==> src/design/link_defines.svh <==
// Offsets, field codes, telegram lengths and timing counts of the supply-line telegram link.
// Assumes a 200 MHz register clock; every count below is derived from that rate.
`ifndef LINK_DEFINES_SVH
`define LINK_DEFINES_SVH
// ****************************************************************************
// Clock and link timing.
// ****************************************************************************
`define CLK_PERIOD_NS 5
`define SYNC_MIN_US 1700
`define SYNC_MAX_US 1800
`define OUT_PERIOD_US 3000
`define ACT_MIN_US 50
`define ACT_MAX_US 200
`define BURN_WAIT_US 2000
`define STARTUP_US 20
`define CEIL_CYC(us) (((us) * 1000 + `CLK_PERIOD_NS - 1) / `CLK_PERIOD_NS)
`define FLOOR_CYC(us) (((us) * 1000) / `CLK_PERIOD_NS)
`define SYNC_MIN_CYC `CEIL_CYC(`SYNC_MIN_US)
`define SYNC_MAX_CYC `FLOOR_CYC(`SYNC_MAX_US)
`define OUT_PERIOD_CYC `FLOOR_CYC(`OUT_PERIOD_US)
`define ACT_MIN_CYC `CEIL_CYC(`ACT_MIN_US)
`define ACT_MAX_CYC `FLOOR_CYC(`ACT_MAX_US)
`define BURN_WAIT_CYC `FLOOR_CYC(`BURN_WAIT_US)
`define STARTUP_CYC `CEIL_CYC(`STARTUP_US)
// ****************************************************************************
// APB register offsets and telegram codes.
// ****************************************************************************
`define OFS_CTRL 12'h000
`define OFS_STATUS 12'h004
`define OFS_ADC 12'h008
`define OFS_REGS 12'h040
`define CMD_READ 3'h2
`define CMD_WRITE 3'h3
`define CMD_BURN 3'h4
`define CMD_ERASE 3'h5
`define CMD_FLOCK 3'h6
`define CMD_LOCK 3'h7
`define SEL_LOCK 4'h6
`define SEL_ADC 4'h7
`define SEL_FLOCK 4'hE
`define SEL_DEACT 4'hF
`define DEACT_VALUE 14'h080F
`define HDR_BITS 5'd9
`define WR_BITS 5'd24
`endif

==> src/design/link_pkg.sv <==
// Types shared by the supply-line telegram link.
// Assumes link_defines.svh is compiled alongside for the numeric constants.
package link_pkg;
   typedef enum logic [2:0] {
      ST_IDLE = 3'b000,
      ST_SYNC = 3'b001,
      ST_BITS = 3'b010,
      ST_EXEC = 3'b011,
      ST_TX = 3'b100,
      ST_BURN = 3'b101,
      ST_START = 3'b110
   } rx_state_t;
   typedef struct packed {
      logic [1:0] sup_s, pin_s, uv_s, hold_s, prog_s;
      logic sup_prev, pin_prev;
      rx_state_t st;
      logic [19:0] tbit, cnt, tx_cnt, act_cnt, obit;
      logic mid_seen, tx_mid, burn_pend, burn_erase;
      logic [4:0] nbits, tx_left;
      logic [23:0] shreg;
      logic [15:0] tx_sh;
      logic [13:0] adc;
      logic active, dev_lock, fac_lock;
      logic [223:0] ram, nv;
      logic out_drive, out_oe, analog_only, analog_hold, burn_busy;
      logic [31:0] prdata;
      logic pready, pslverr;
   } link_state_t;
endpackage : link_pkg

==> src/design/supply_line_telegram_link.sv <==
// Telegram receiver and replier of a programmable sensor, with its register RAM, its
// nonvolatile image, the activate selector and undervoltage handling, plus an APB slave.
// Assumes comparator outputs on the supply and the output pin arrive asynchronously.
`timescale 1ns/1ps
`default_nettype none
`include "link_defines.svh"
module supply_line_telegram_link import link_pkg::*; #(
   parameter int unsigned SYNC_MIN_CYC = `SYNC_MIN_CYC,
   parameter int unsigned SYNC_MAX_CYC = `SYNC_MAX_CYC,
   parameter int unsigned OUT_PERIOD_CYC = `OUT_PERIOD_CYC,
   parameter int unsigned ACT_MIN_CYC = `ACT_MIN_CYC,
   parameter int unsigned ACT_MAX_CYC = `ACT_MAX_CYC,
   parameter int unsigned BURN_WAIT_CYC = `BURN_WAIT_CYC
) (
   input wire logic pclk,
   input wire logic presetn,
   input wire logic psel,
   input wire logic penable,
   input wire logic pwrite,
   input wire logic [11:0] paddr,
   input wire logic [31:0] pwdata,
   output logic [31:0] prdata,
   output logic pready,
   output logic pslverr,
   input wire logic supply_level,
   input wire logic supply_above_digital,
   input wire logic supply_above_hold,
   input wire logic supply_at_prog,
   input wire logic out_pin_in,
   output logic out_pin_out,
   output logic out_pin_oe,
   output logic analog_only,
   output logic analog_hold,
   output logic burn_busy
);
   localparam int unsigned STARTUP_CYC = `STARTUP_CYC;

   // ****************************************************************************
   // Elaboration checks.
   // ****************************************************************************
   // Counters are 20 bits wide and the bit-phase arithmetic needs at least 16 cycles.
   if (SYNC_MAX_CYC >= 2**20 || OUT_PERIOD_CYC >= 2**20 || BURN_WAIT_CYC >= 2**20 ||
       ACT_MAX_CYC >= 2**20 || SYNC_MIN_CYC < 16 || OUT_PERIOD_CYC < 16 ||
       SYNC_MIN_CYC > SYNC_MAX_CYC || ACT_MIN_CYC > ACT_MAX_CYC) begin : g_bad
      $error("supply_line_telegram_link: timing parameter out of range");
   end

   // ****************************************************************************
   // Register-table helpers.
   // ****************************************************************************
   // Bit width of each selectable register; zero marks a hole in the map.
   function automatic logic [3:0] sel_width(input logic [3:0] sel);
      case (sel)
         4'h1: sel_width = 4'd10;
         4'h2, 4'h3: sel_width = 4'd11;
         4'h4, 4'h7: sel_width = 4'd14;
         4'h5, 4'hB, 4'hD: sel_width = 4'd6;
         4'h6, 4'hE: sel_width = 4'd1;
         4'h8: sel_width = 4'd4;
         4'h9, 4'hC: sel_width = 4'd5;
         4'hF: sel_width = 4'd12;
         default: sel_width = 4'd0;
      endcase
   endfunction : sel_width

   link_state_t q;
   link_state_t d;
   localparam link_state_t RST = '{st: ST_START, obit: 20'(OUT_PERIOD_CYC), active: 1'b1,
                                   fac_lock: 1'b1, default: '0};

   // ****************************************************************************
   // Telegram decode, visible to the state update and to the checks.
   // ****************************************************************************
   logic sup_edge;
   logic is_long;
   logic [8:0] hdr;
   logic [2:0] cmd;
   logic [3:0] sel;
   logic [13:0] pay;
   logic [3:0] wid;
   logic [13:0] wmask;
   logic hdr_ok;
   logic pay_ok;
   logic sel_wr;
   logic [13:0] rd_val;
   logic [13:0] rd_word;
   assign sup_edge = q.sup_s[1] ^ q.sup_prev;
   assign is_long = (q.nbits == `WR_BITS);
   assign hdr = is_long ? q.shreg[23:15] : q.shreg[8:0];
   assign cmd = hdr[8:6];
   assign sel = hdr[4:1];
   assign pay = q.shreg[14:1];
   assign wid = sel_width(sel);
   assign wmask = 14'h3FFF >> (4'd14 - wid);
   assign hdr_ok = (hdr[5] == ^(~cmd)) && (hdr[0] == ^(~sel));
   assign pay_ok = is_long && (q.shreg[0] == ~^(~pay));
   // Factory registers only take writes while the factory lock is clear, which never happens.
   assign sel_wr = (wid != 4'd0) && (sel != `SEL_LOCK) && (sel != `SEL_ADC) &&
                   (sel != `SEL_FLOCK) && (!q.fac_lock || (sel != 4'h8 && sel != 4'h9 &&
                   sel != 4'hD));
   assign rd_val = (sel == `SEL_ADC) ? q.adc : (sel == `SEL_LOCK) ? {13'h0000, q.dev_lock} :
                   (sel == `SEL_FLOCK) ? {13'h0000, q.fac_lock} : q.ram[sel*14 +: 14];
   assign rd_word = rd_val << (4'd14 - wid);

   // ****************************************************************************
   // Next-state logic.
   // ****************************************************************************
   // The whole block is one state record; this process computes its successor.
   always_comb begin
      logic ack;
      logic [4:0] nb;
      logic [23:0] sh;
      logic [13:0] pw;
      ack = 1'b0;
      nb = q.nbits + 5'd1;
      sh = {q.shreg[22:0], q.mid_seen};
      pw = pay & wmask;
      d = q;
      d.sup_s = {q.sup_s[0], supply_level};
      d.pin_s = {q.pin_s[0], out_pin_in};
      d.uv_s = {q.uv_s[0], supply_above_digital};
      d.hold_s = {q.hold_s[0], supply_above_hold};
      d.prog_s = {q.prog_s[0], supply_at_prog};
      d.sup_prev = q.sup_s[1];
      d.pin_prev = q.pin_s[1];
      d.pready = 1'b0;
      d.pslverr = 1'b0;
      d.analog_only = q.dev_lock;
      d.fac_lock = 1'b1;
      case (q.st)
         ST_START: begin
            d.cnt = q.cnt + 20'd1;
            if (q.cnt >= 20'(STARTUP_CYC - 1)) begin
               d.st = ST_IDLE;
               d.cnt = '0;
            end
         end
         ST_IDLE: begin
            d.cnt = '0;
            if (sup_edge) begin
               d.st = ST_SYNC;
            end
         end
         ST_SYNC: begin
            // The sync bit is a zero: its one edge after the start closes it.
            d.cnt = q.cnt + 20'd1;
            if (sup_edge) begin
               if (q.cnt + 20'd1 >= 20'(SYNC_MIN_CYC) && q.cnt < 20'(SYNC_MAX_CYC)) begin
                  d.st = ST_BITS;
                  d.tbit = q.cnt + 20'd1;
               end else begin
                  d.st = ST_IDLE;
               end
               d.cnt = '0;
               d.nbits = '0;
               d.mid_seen = 1'b0;
            end else if (q.cnt >= 20'(SYNC_MAX_CYC)) begin
               d.st = ST_IDLE;
            end
         end
         ST_BITS: begin
            // Edges before seven eighths of a period are mid-bit changes, later ones close the bit.
            d.cnt = q.cnt + 20'd1;
            if (sup_edge && q.cnt < q.tbit - (q.tbit >> 3)) begin
               d.mid_seen = 1'b1;
               if (q.mid_seen || q.cnt < (q.tbit >> 2)) begin
                  d.st = ST_IDLE;
               end
            end else if (sup_edge) begin
               d.shreg = sh;
               d.nbits = nb;
               d.cnt = '0;
               d.mid_seen = 1'b0;
               if ((nb == `HDR_BITS && sh[8:6] != `CMD_WRITE) || nb == `WR_BITS) begin
                  d.st = ST_EXEC;
               end
            end else if (q.cnt > q.tbit + (q.tbit >> 1)) begin
               d.st = ST_IDLE;
            end
         end
         ST_EXEC: begin
            // A deactivated or locked sensor and a bad header both stay silent.
            if (hdr_ok && q.active && !q.dev_lock) begin
               case (cmd)
                  `CMD_READ: begin
                     ack = (wid != 4'd0);
                  end
                  `CMD_WRITE: begin
                     ack = pay_ok && sel_wr;
                     if (ack && sel == `SEL_DEACT) begin
                        d.active = (pw != `DEACT_VALUE);
                     end else if (ack) begin
                        d.ram[sel*14 +: 14] = pw;
                     end
                  end
                  `CMD_BURN, `CMD_ERASE: begin
                     ack = 1'b1;
                     d.burn_pend = 1'b1;
                     d.burn_erase = (cmd == `CMD_ERASE);
                  end
                  `CMD_FLOCK: begin
                     ack = 1'b1;
                  end
                  `CMD_LOCK: begin
                     ack = 1'b1;
                     d.dev_lock = 1'b1;
                  end
                  default: begin
                     ack = 1'b0;
                  end
               endcase
            end
            if (ack) begin
               d.st = ST_TX;
               d.tx_sh = (cmd == `CMD_READ) ? {1'b0, rd_word, ~^(~rd_word)} : 16'h0000;
               d.tx_left = (cmd == `CMD_READ) ? 5'd16 : 5'd1;
               d.out_oe = 1'b1;
               d.out_drive = 1'b1;
               d.tx_cnt = '0;
               d.tx_mid = 1'b0;
            end else begin
               d.st = ST_IDLE;
            end
         end
         ST_TX: begin
            // A one flips at five eighths of the period, inside the allowed window.
            d.tx_cnt = q.tx_cnt + 20'd1;
            if (!q.tx_mid && q.tx_sh[15] &&
                q.tx_cnt == (q.obit >> 1) + (q.obit >> 3)) begin
               d.out_drive = ~q.out_drive;
               d.tx_mid = 1'b1;
            end
            if (q.tx_cnt >= q.obit - 20'd1) begin
               d.out_drive = ~q.out_drive;
               d.tx_sh = {q.tx_sh[14:0], 1'b0};
               d.tx_left = q.tx_left - 5'd1;
               d.tx_cnt = '0;
               d.tx_mid = 1'b0;
               if (q.tx_left == 5'd1) begin
                  d.out_oe = 1'b0;
                  d.out_drive = 1'b0;
                  d.st = q.burn_pend ? ST_BURN : ST_IDLE;
                  d.cnt = '0;
               end
            end
         end
         ST_BURN: begin
            // The cells change on the first cycle at programming level; the lock cells never.
            d.cnt = q.cnt + 20'd1;
            d.burn_busy = q.prog_s[1];
            if (q.prog_s[1] && !q.burn_busy) begin
               for (int i = 0; i < 16; i++) begin
                  if (i != 6 && i != 14) begin
                     d.nv[i*14 +: 14] = q.burn_erase ? 14'h0000 : q.ram[i*14 +: 14];
                  end
               end
            end
            if ((q.burn_busy && !q.prog_s[1]) ||
                (!q.burn_busy && q.cnt >= 20'(BURN_WAIT_CYC))) begin
               d.st = ST_IDLE;
               d.burn_pend = 1'b0;
               d.burn_busy = 1'b0;
            end
         end
         default: begin
            d.st = ST_IDLE;
         end
      endcase
      // Activate pulse on a released pin; the sensor's own drive must not count as one.
      if (!q.active && !q.out_oe) begin
         d.act_cnt = q.pin_s[1] ? q.act_cnt + 20'd1 : '0;
         if (!q.pin_s[1] && q.pin_prev && q.act_cnt >= 20'(ACT_MIN_CYC) &&
             q.act_cnt <= 20'(ACT_MAX_CYC)) begin
            d.active = 1'b1;
         end
      end else begin
         d.act_cnt = '0;
      end
      // APB slave: data latched in setup, answered in the first access cycle.
      if (psel && !penable) begin
         d.pready = 1'b1;
         d.prdata = '0;
         if (paddr == `OFS_CTRL) begin
            d.prdata = {12'h000, q.obit};
         end else if (paddr == `OFS_STATUS) begin
            d.prdata = {23'h000000, q.burn_busy, q.analog_hold, q.st, q.out_oe,
                        q.fac_lock, q.dev_lock, q.active};
         end else if (paddr == `OFS_ADC) begin
            d.prdata = {18'h00000, q.adc};
         end else if (paddr >= `OFS_REGS && paddr < `OFS_REGS + 12'h040 && paddr[1:0] == 2'b00) begin
            d.prdata = {18'h00000, q.ram[paddr[5:2]*14 +: 14]};
         end else begin
            d.pslverr = 1'b1;
         end
         if (pwrite && paddr != `OFS_CTRL && paddr != `OFS_ADC) begin
            d.pslverr = 1'b1;
         end
      end
      if (psel && penable && q.pready && pwrite && !q.pslverr) begin
         if (paddr == `OFS_CTRL) begin
            d.obit = (pwdata[19:0] < 20'h00010) ? 20'h00010 : pwdata[19:0];
         end else begin
            d.adc = pwdata[13:0];
         end
      end
      // Undervoltage: analog output held while above the hold level, digital side parked and RAM reloaded from cells.
      d.analog_hold = !q.uv_s[1] && q.hold_s[1];
      if (!q.uv_s[1]) begin
         d.st = ST_START;
         d.cnt = '0;
         d.ram = q.nv;
         d.out_oe = 1'b0;
         d.out_drive = 1'b0;
         d.burn_pend = 1'b0;
         d.burn_busy = 1'b0;
      end
   end

   // ****************************************************************************
   // State register.
   // ****************************************************************************
   // The pin reset is the full reset below the lowest supply threshold.
   always_ff @(posedge pclk or negedge presetn) begin
      if (!presetn) begin
         q <= RST;
      end else begin
         q <= d;
      end
   end

   assign prdata = q.prdata;
   assign pready = q.pready;
   assign pslverr = q.pslverr;
   assign out_pin_out = q.out_drive;
   assign out_pin_oe = q.out_oe;
   assign analog_only = q.analog_only;
   assign analog_hold = q.analog_hold;
   assign burn_busy = q.burn_busy;
endmodule : supply_line_telegram_link
`default_nettype wire

==> config.mk <==
export PLATFORM = sky130hd
export DESIGN_NAME = supply_line_telegram_link
export DESIGN_NICKNAME = d
export VERILOG_FILES = /design/src/design/link_pkg.sv /design/src/design/supply_line_telegram_link.sv
export VERILOG_INCLUDE_DIRS = /design/src /design/src/design
export SDC_FILE = /design/constraint.sdc
export NUM_CORES = 2
export LEC_CHECK = 0
export BUFFER_PORTS_ARGS = -buffer_cell sky130_fd_sc_hd__buf_2
export CORE_MARGIN = 2
export CORE_UTILIZATION = 50
export CTS_CLUSTER_DIAMETER = 60
export CTS_CLUSTER_SIZE = 30
export DETAILED_ROUTE_END_ITERATION = 7
export PLACE_DENSITY = 0.71
export SETUP_SLACK_MARGIN = 0.4
export SLEW_MARGIN = 20
export SYNTH_ARGS = -nofsm -noshare
export SYNTH_HDL_FRONTEND = slang
export SYNTH_SLANG_ARGS = --single-unit
==> constraint.sdc <==
create_clock -name pclk -period 6.1 [get_ports pclk]
set_clock_uncertainty 0.15 [all_clocks]
set_input_delay 0.61 -clock pclk [delete_from_list [all_inputs] [get_ports pclk]]
set_output_delay 0.61 -clock pclk [all_outputs]
set_load 0.005 [all_outputs]
==> results.toml <==
[sta]
max_freq_ghz = 0.175
fin_crit_ps = 5700
rsz0062_at_grt = "yes"
layout_worst_path_cycle_share = 0.934
finalHoldViolCount = 0
setup_tns_ps = 0
slew_viol_final = 0
slew_headroom = 0.245
worst_slew_pin_slew_ps = 1130
fin_worst_hold_slack_ps = 53.1
setup_viol = 0

[clock_tree]
clk_pin_slew_ps = 80
clk_path_buf_depth = 3
cts.sinks = 632
cts_tree = "yes"
h-tree-depth = 2
clkLatencyLatePin_ps = 670
root_buffer = "clkbuf_16"
cts_inserted_buffers = 56

[route]
dr_total_vias = 37048
first_iter_violations = 4602
drtAntennaViolNets = 0
wl_mm = 149
drc = 0
detail_route.wl_per_cell_um = 26.0
drt_pass1_iterations = 6
routed_via_density = 6.46

[grt]
grt_antenna_before_repair = 3
grtUsageTotal = 0.347
grt_pass1_vias = 34544
grt_pass1_wl_mm = 223
gr-total-overflow = 0
grt_max_degree = 221

[logic_synthesis]
synth-seq-cells = 632
synth-seq-area-share = 0.385
synth_top_area_cell = "dfrtp_1"
synthCells = 4597
async_reset_ff_frac = 1.00
synth-warning-count = 0
ys_types = 106
synth_edf_count = 0
synthTopCellsByArea = "dfrtp_1 (38%), nand2_1 (6.1%), o21ai_0 (5.1%)"
mappedNetlistArea_sq_mm = 0.0411
synthMostInstantiatedCell = "nand2_1"
netlist.area_leader.share = 0.378
synthFlopType = "dfrtp_1"
syn_avg_cell_area_sq_um = 8.93
synth_common_cells = "nand2_1 (668), dfrtp_1 (621), o21ai_0 (416)"

[die]
fp.dieH_um = 291
die_x_um = 291
rows = 105
initial_utilization = 0.503
dieArea_sq_mm = 0.0844
design.core.area_sq_mm = 0.0817
boundaryPins = 93

[worst_setup_path]
cp_slowest_cell = "nand3_1"
path_max_fanout = 17
end_kind = "flip-flop"
startpoint_type = "flip-flop"
crit_arrival_ps = 6140
critical_path_buf_inv_count = 5
path_cells = "inv_1 -> ha_1 -> and4b_4 -> mux2_4 -> inv_4 -> ha_1 -> ha_1 -> or2_2 -> ha_1 -> a21o_1 -> a21oi_1 -> xnor2_1 -> buf_4 -> nor2_1 -> ha_1 -> and2_1 -> buf_4 -> nand3_1 -> buf_4 -> nor3_1 -> a221o_1"
crit_top_cell = "ha_1"
worstRegToRegCells = 21
crit_cells = 21
cp.required_ps = 6540
reg2reg_slack_ps = 400
crit_family = "simple AND/OR/NAND/NOR gates"
crit_type = "reg -> reg"
cp_slowest_stage_delay_ps = 450

[power]
power_density_mw_per_mm2 = 479
leakagePower_nw = 19.1
worst_ir_drop_vdd_mv = 0.591

[status]
status = "completed"

[cells_and_area]
syn_to_final_growth_pct = 10.4
nets = 4835
fin_util = 0.555
drive_gt1_frac = 0.139

[placed_design]
gp_congestion = 1.06
hpwl_mm = 108
port_buffers = 68

[hold_path]
holdCritPathClass = "in -> reg"
hold_path_depth = 2

[run]
max-cap-violations = 0
[area by class of cell]
cell class	count	area, sq um
Multi-Input combinational cell	3523	23600
Antenna cell	2	5.00
Inverter	127	488
Sequential cell	632	15800
Tap cell	1070	1340
Fill cell	7367	36400
Clock buffer	62	1450
Clock inverter	43	598
Timing Repair Buffer	274	2020
[metrics by stage]
| stage | cell area (sq um) | std cells | total power, mW | worst slack, ps |
|---|---|---|---|---|
| 2_1_floorplan | 41200 | 4608 | 11.8 | 402 |
| 3_3_place_gp | 42900 | 5607 | 16.9 | 129 |
| 3_5_place_dp | 42900 | 5607 | 16.9 | 120 |
| 4_1_cts | 45100 | 5718 | 21.0 | 361 |
| 5_1_grt | 45300 | 5731 | 22.2 | 280 |
| 6_report | 45400 | 5733 | 21.7 | 402 |
[sequential cells by signal, summed over array words and instances, names as in the netlist, 8 cells and up]
signal	flops
d	8
prdata	20
q	583
pay	14
[cell usage in the layout (no fill, tap or decap), types with 119 or more instances in the layout]
master / n
a21oi_1: 172
buf_4: 192
dfrtp_1: 617
ha_1: 163
inv_1: 119
nand2_1: 664
nand2b_1: 213
nand3_1: 140
nor2_1: 329
o21ai_0: 406
[worst paths after layout]
kind	end	from
setup / recovery	q[301]$_DFFE_PN0P_	q[550]$_DFFE_PN0P_
hold / removal	q[575]$_DFFE_PN0P_	pwdata[17]
setup reg to reg	q[301]$_DFFE_PN0P_	q[550]$_DFFE_PN0P_
hold reg to reg	q[664]$_DFF_PN0_	d[664]$_DFF_PN0_
max in group asynchronous	q[367]$_DFFE_PN0P_	presetn
min in group asynchronous	q[656]$_DFFE_PN0P_	presetn
[what timing repair did]
item                       CTS  global route
setup endpoints to repair   58           214
hold buffers                 6             0
gates resized for setup     18            41
gates cloned                 0             0
pin swaps                    2            19
hold endpoints to repair    82             0
buffers inserted             0            13
[metal layers]
layer / share of wire / routed length (um) / vias up / global-route usage
met1: 0.40 / 59500 / 17984 / 0.470
met2: 0.42 / 62900 / 2041 / 0.504
met5: 0.000087 / 13 / - / 0
li1: - / - / 16522 / -
met3: 0.11 / 16600 / 499 / 0.0920
met4: 0.069 / 10300 / 2 / 0.198
[kinds of logic after synthesis]
logic type	after synthesis	synth area share
multiplexers	254	0.0886
adder cells (fa/ha/maj)	167	0.0516
XOR/XNOR	157	0.0358
AO/OA/AOI/OAI	1188	0.189
AND/OR/NAND/NOR	1745	0.201
buffers and inverters	453	0.0481
flip-flops	632	0.385
other	1	0.0000913
[power breakdown]
group / leakage [nW] / internal (mW) / switching [mW]
sequential: 8.63 / 4.39 / 0.299
clock: 0.992 / 1.99 / 1.97
combinational: 9.46 / 3.90 / 9.17
Note: power is estimated with default switching activity, not from simulation.
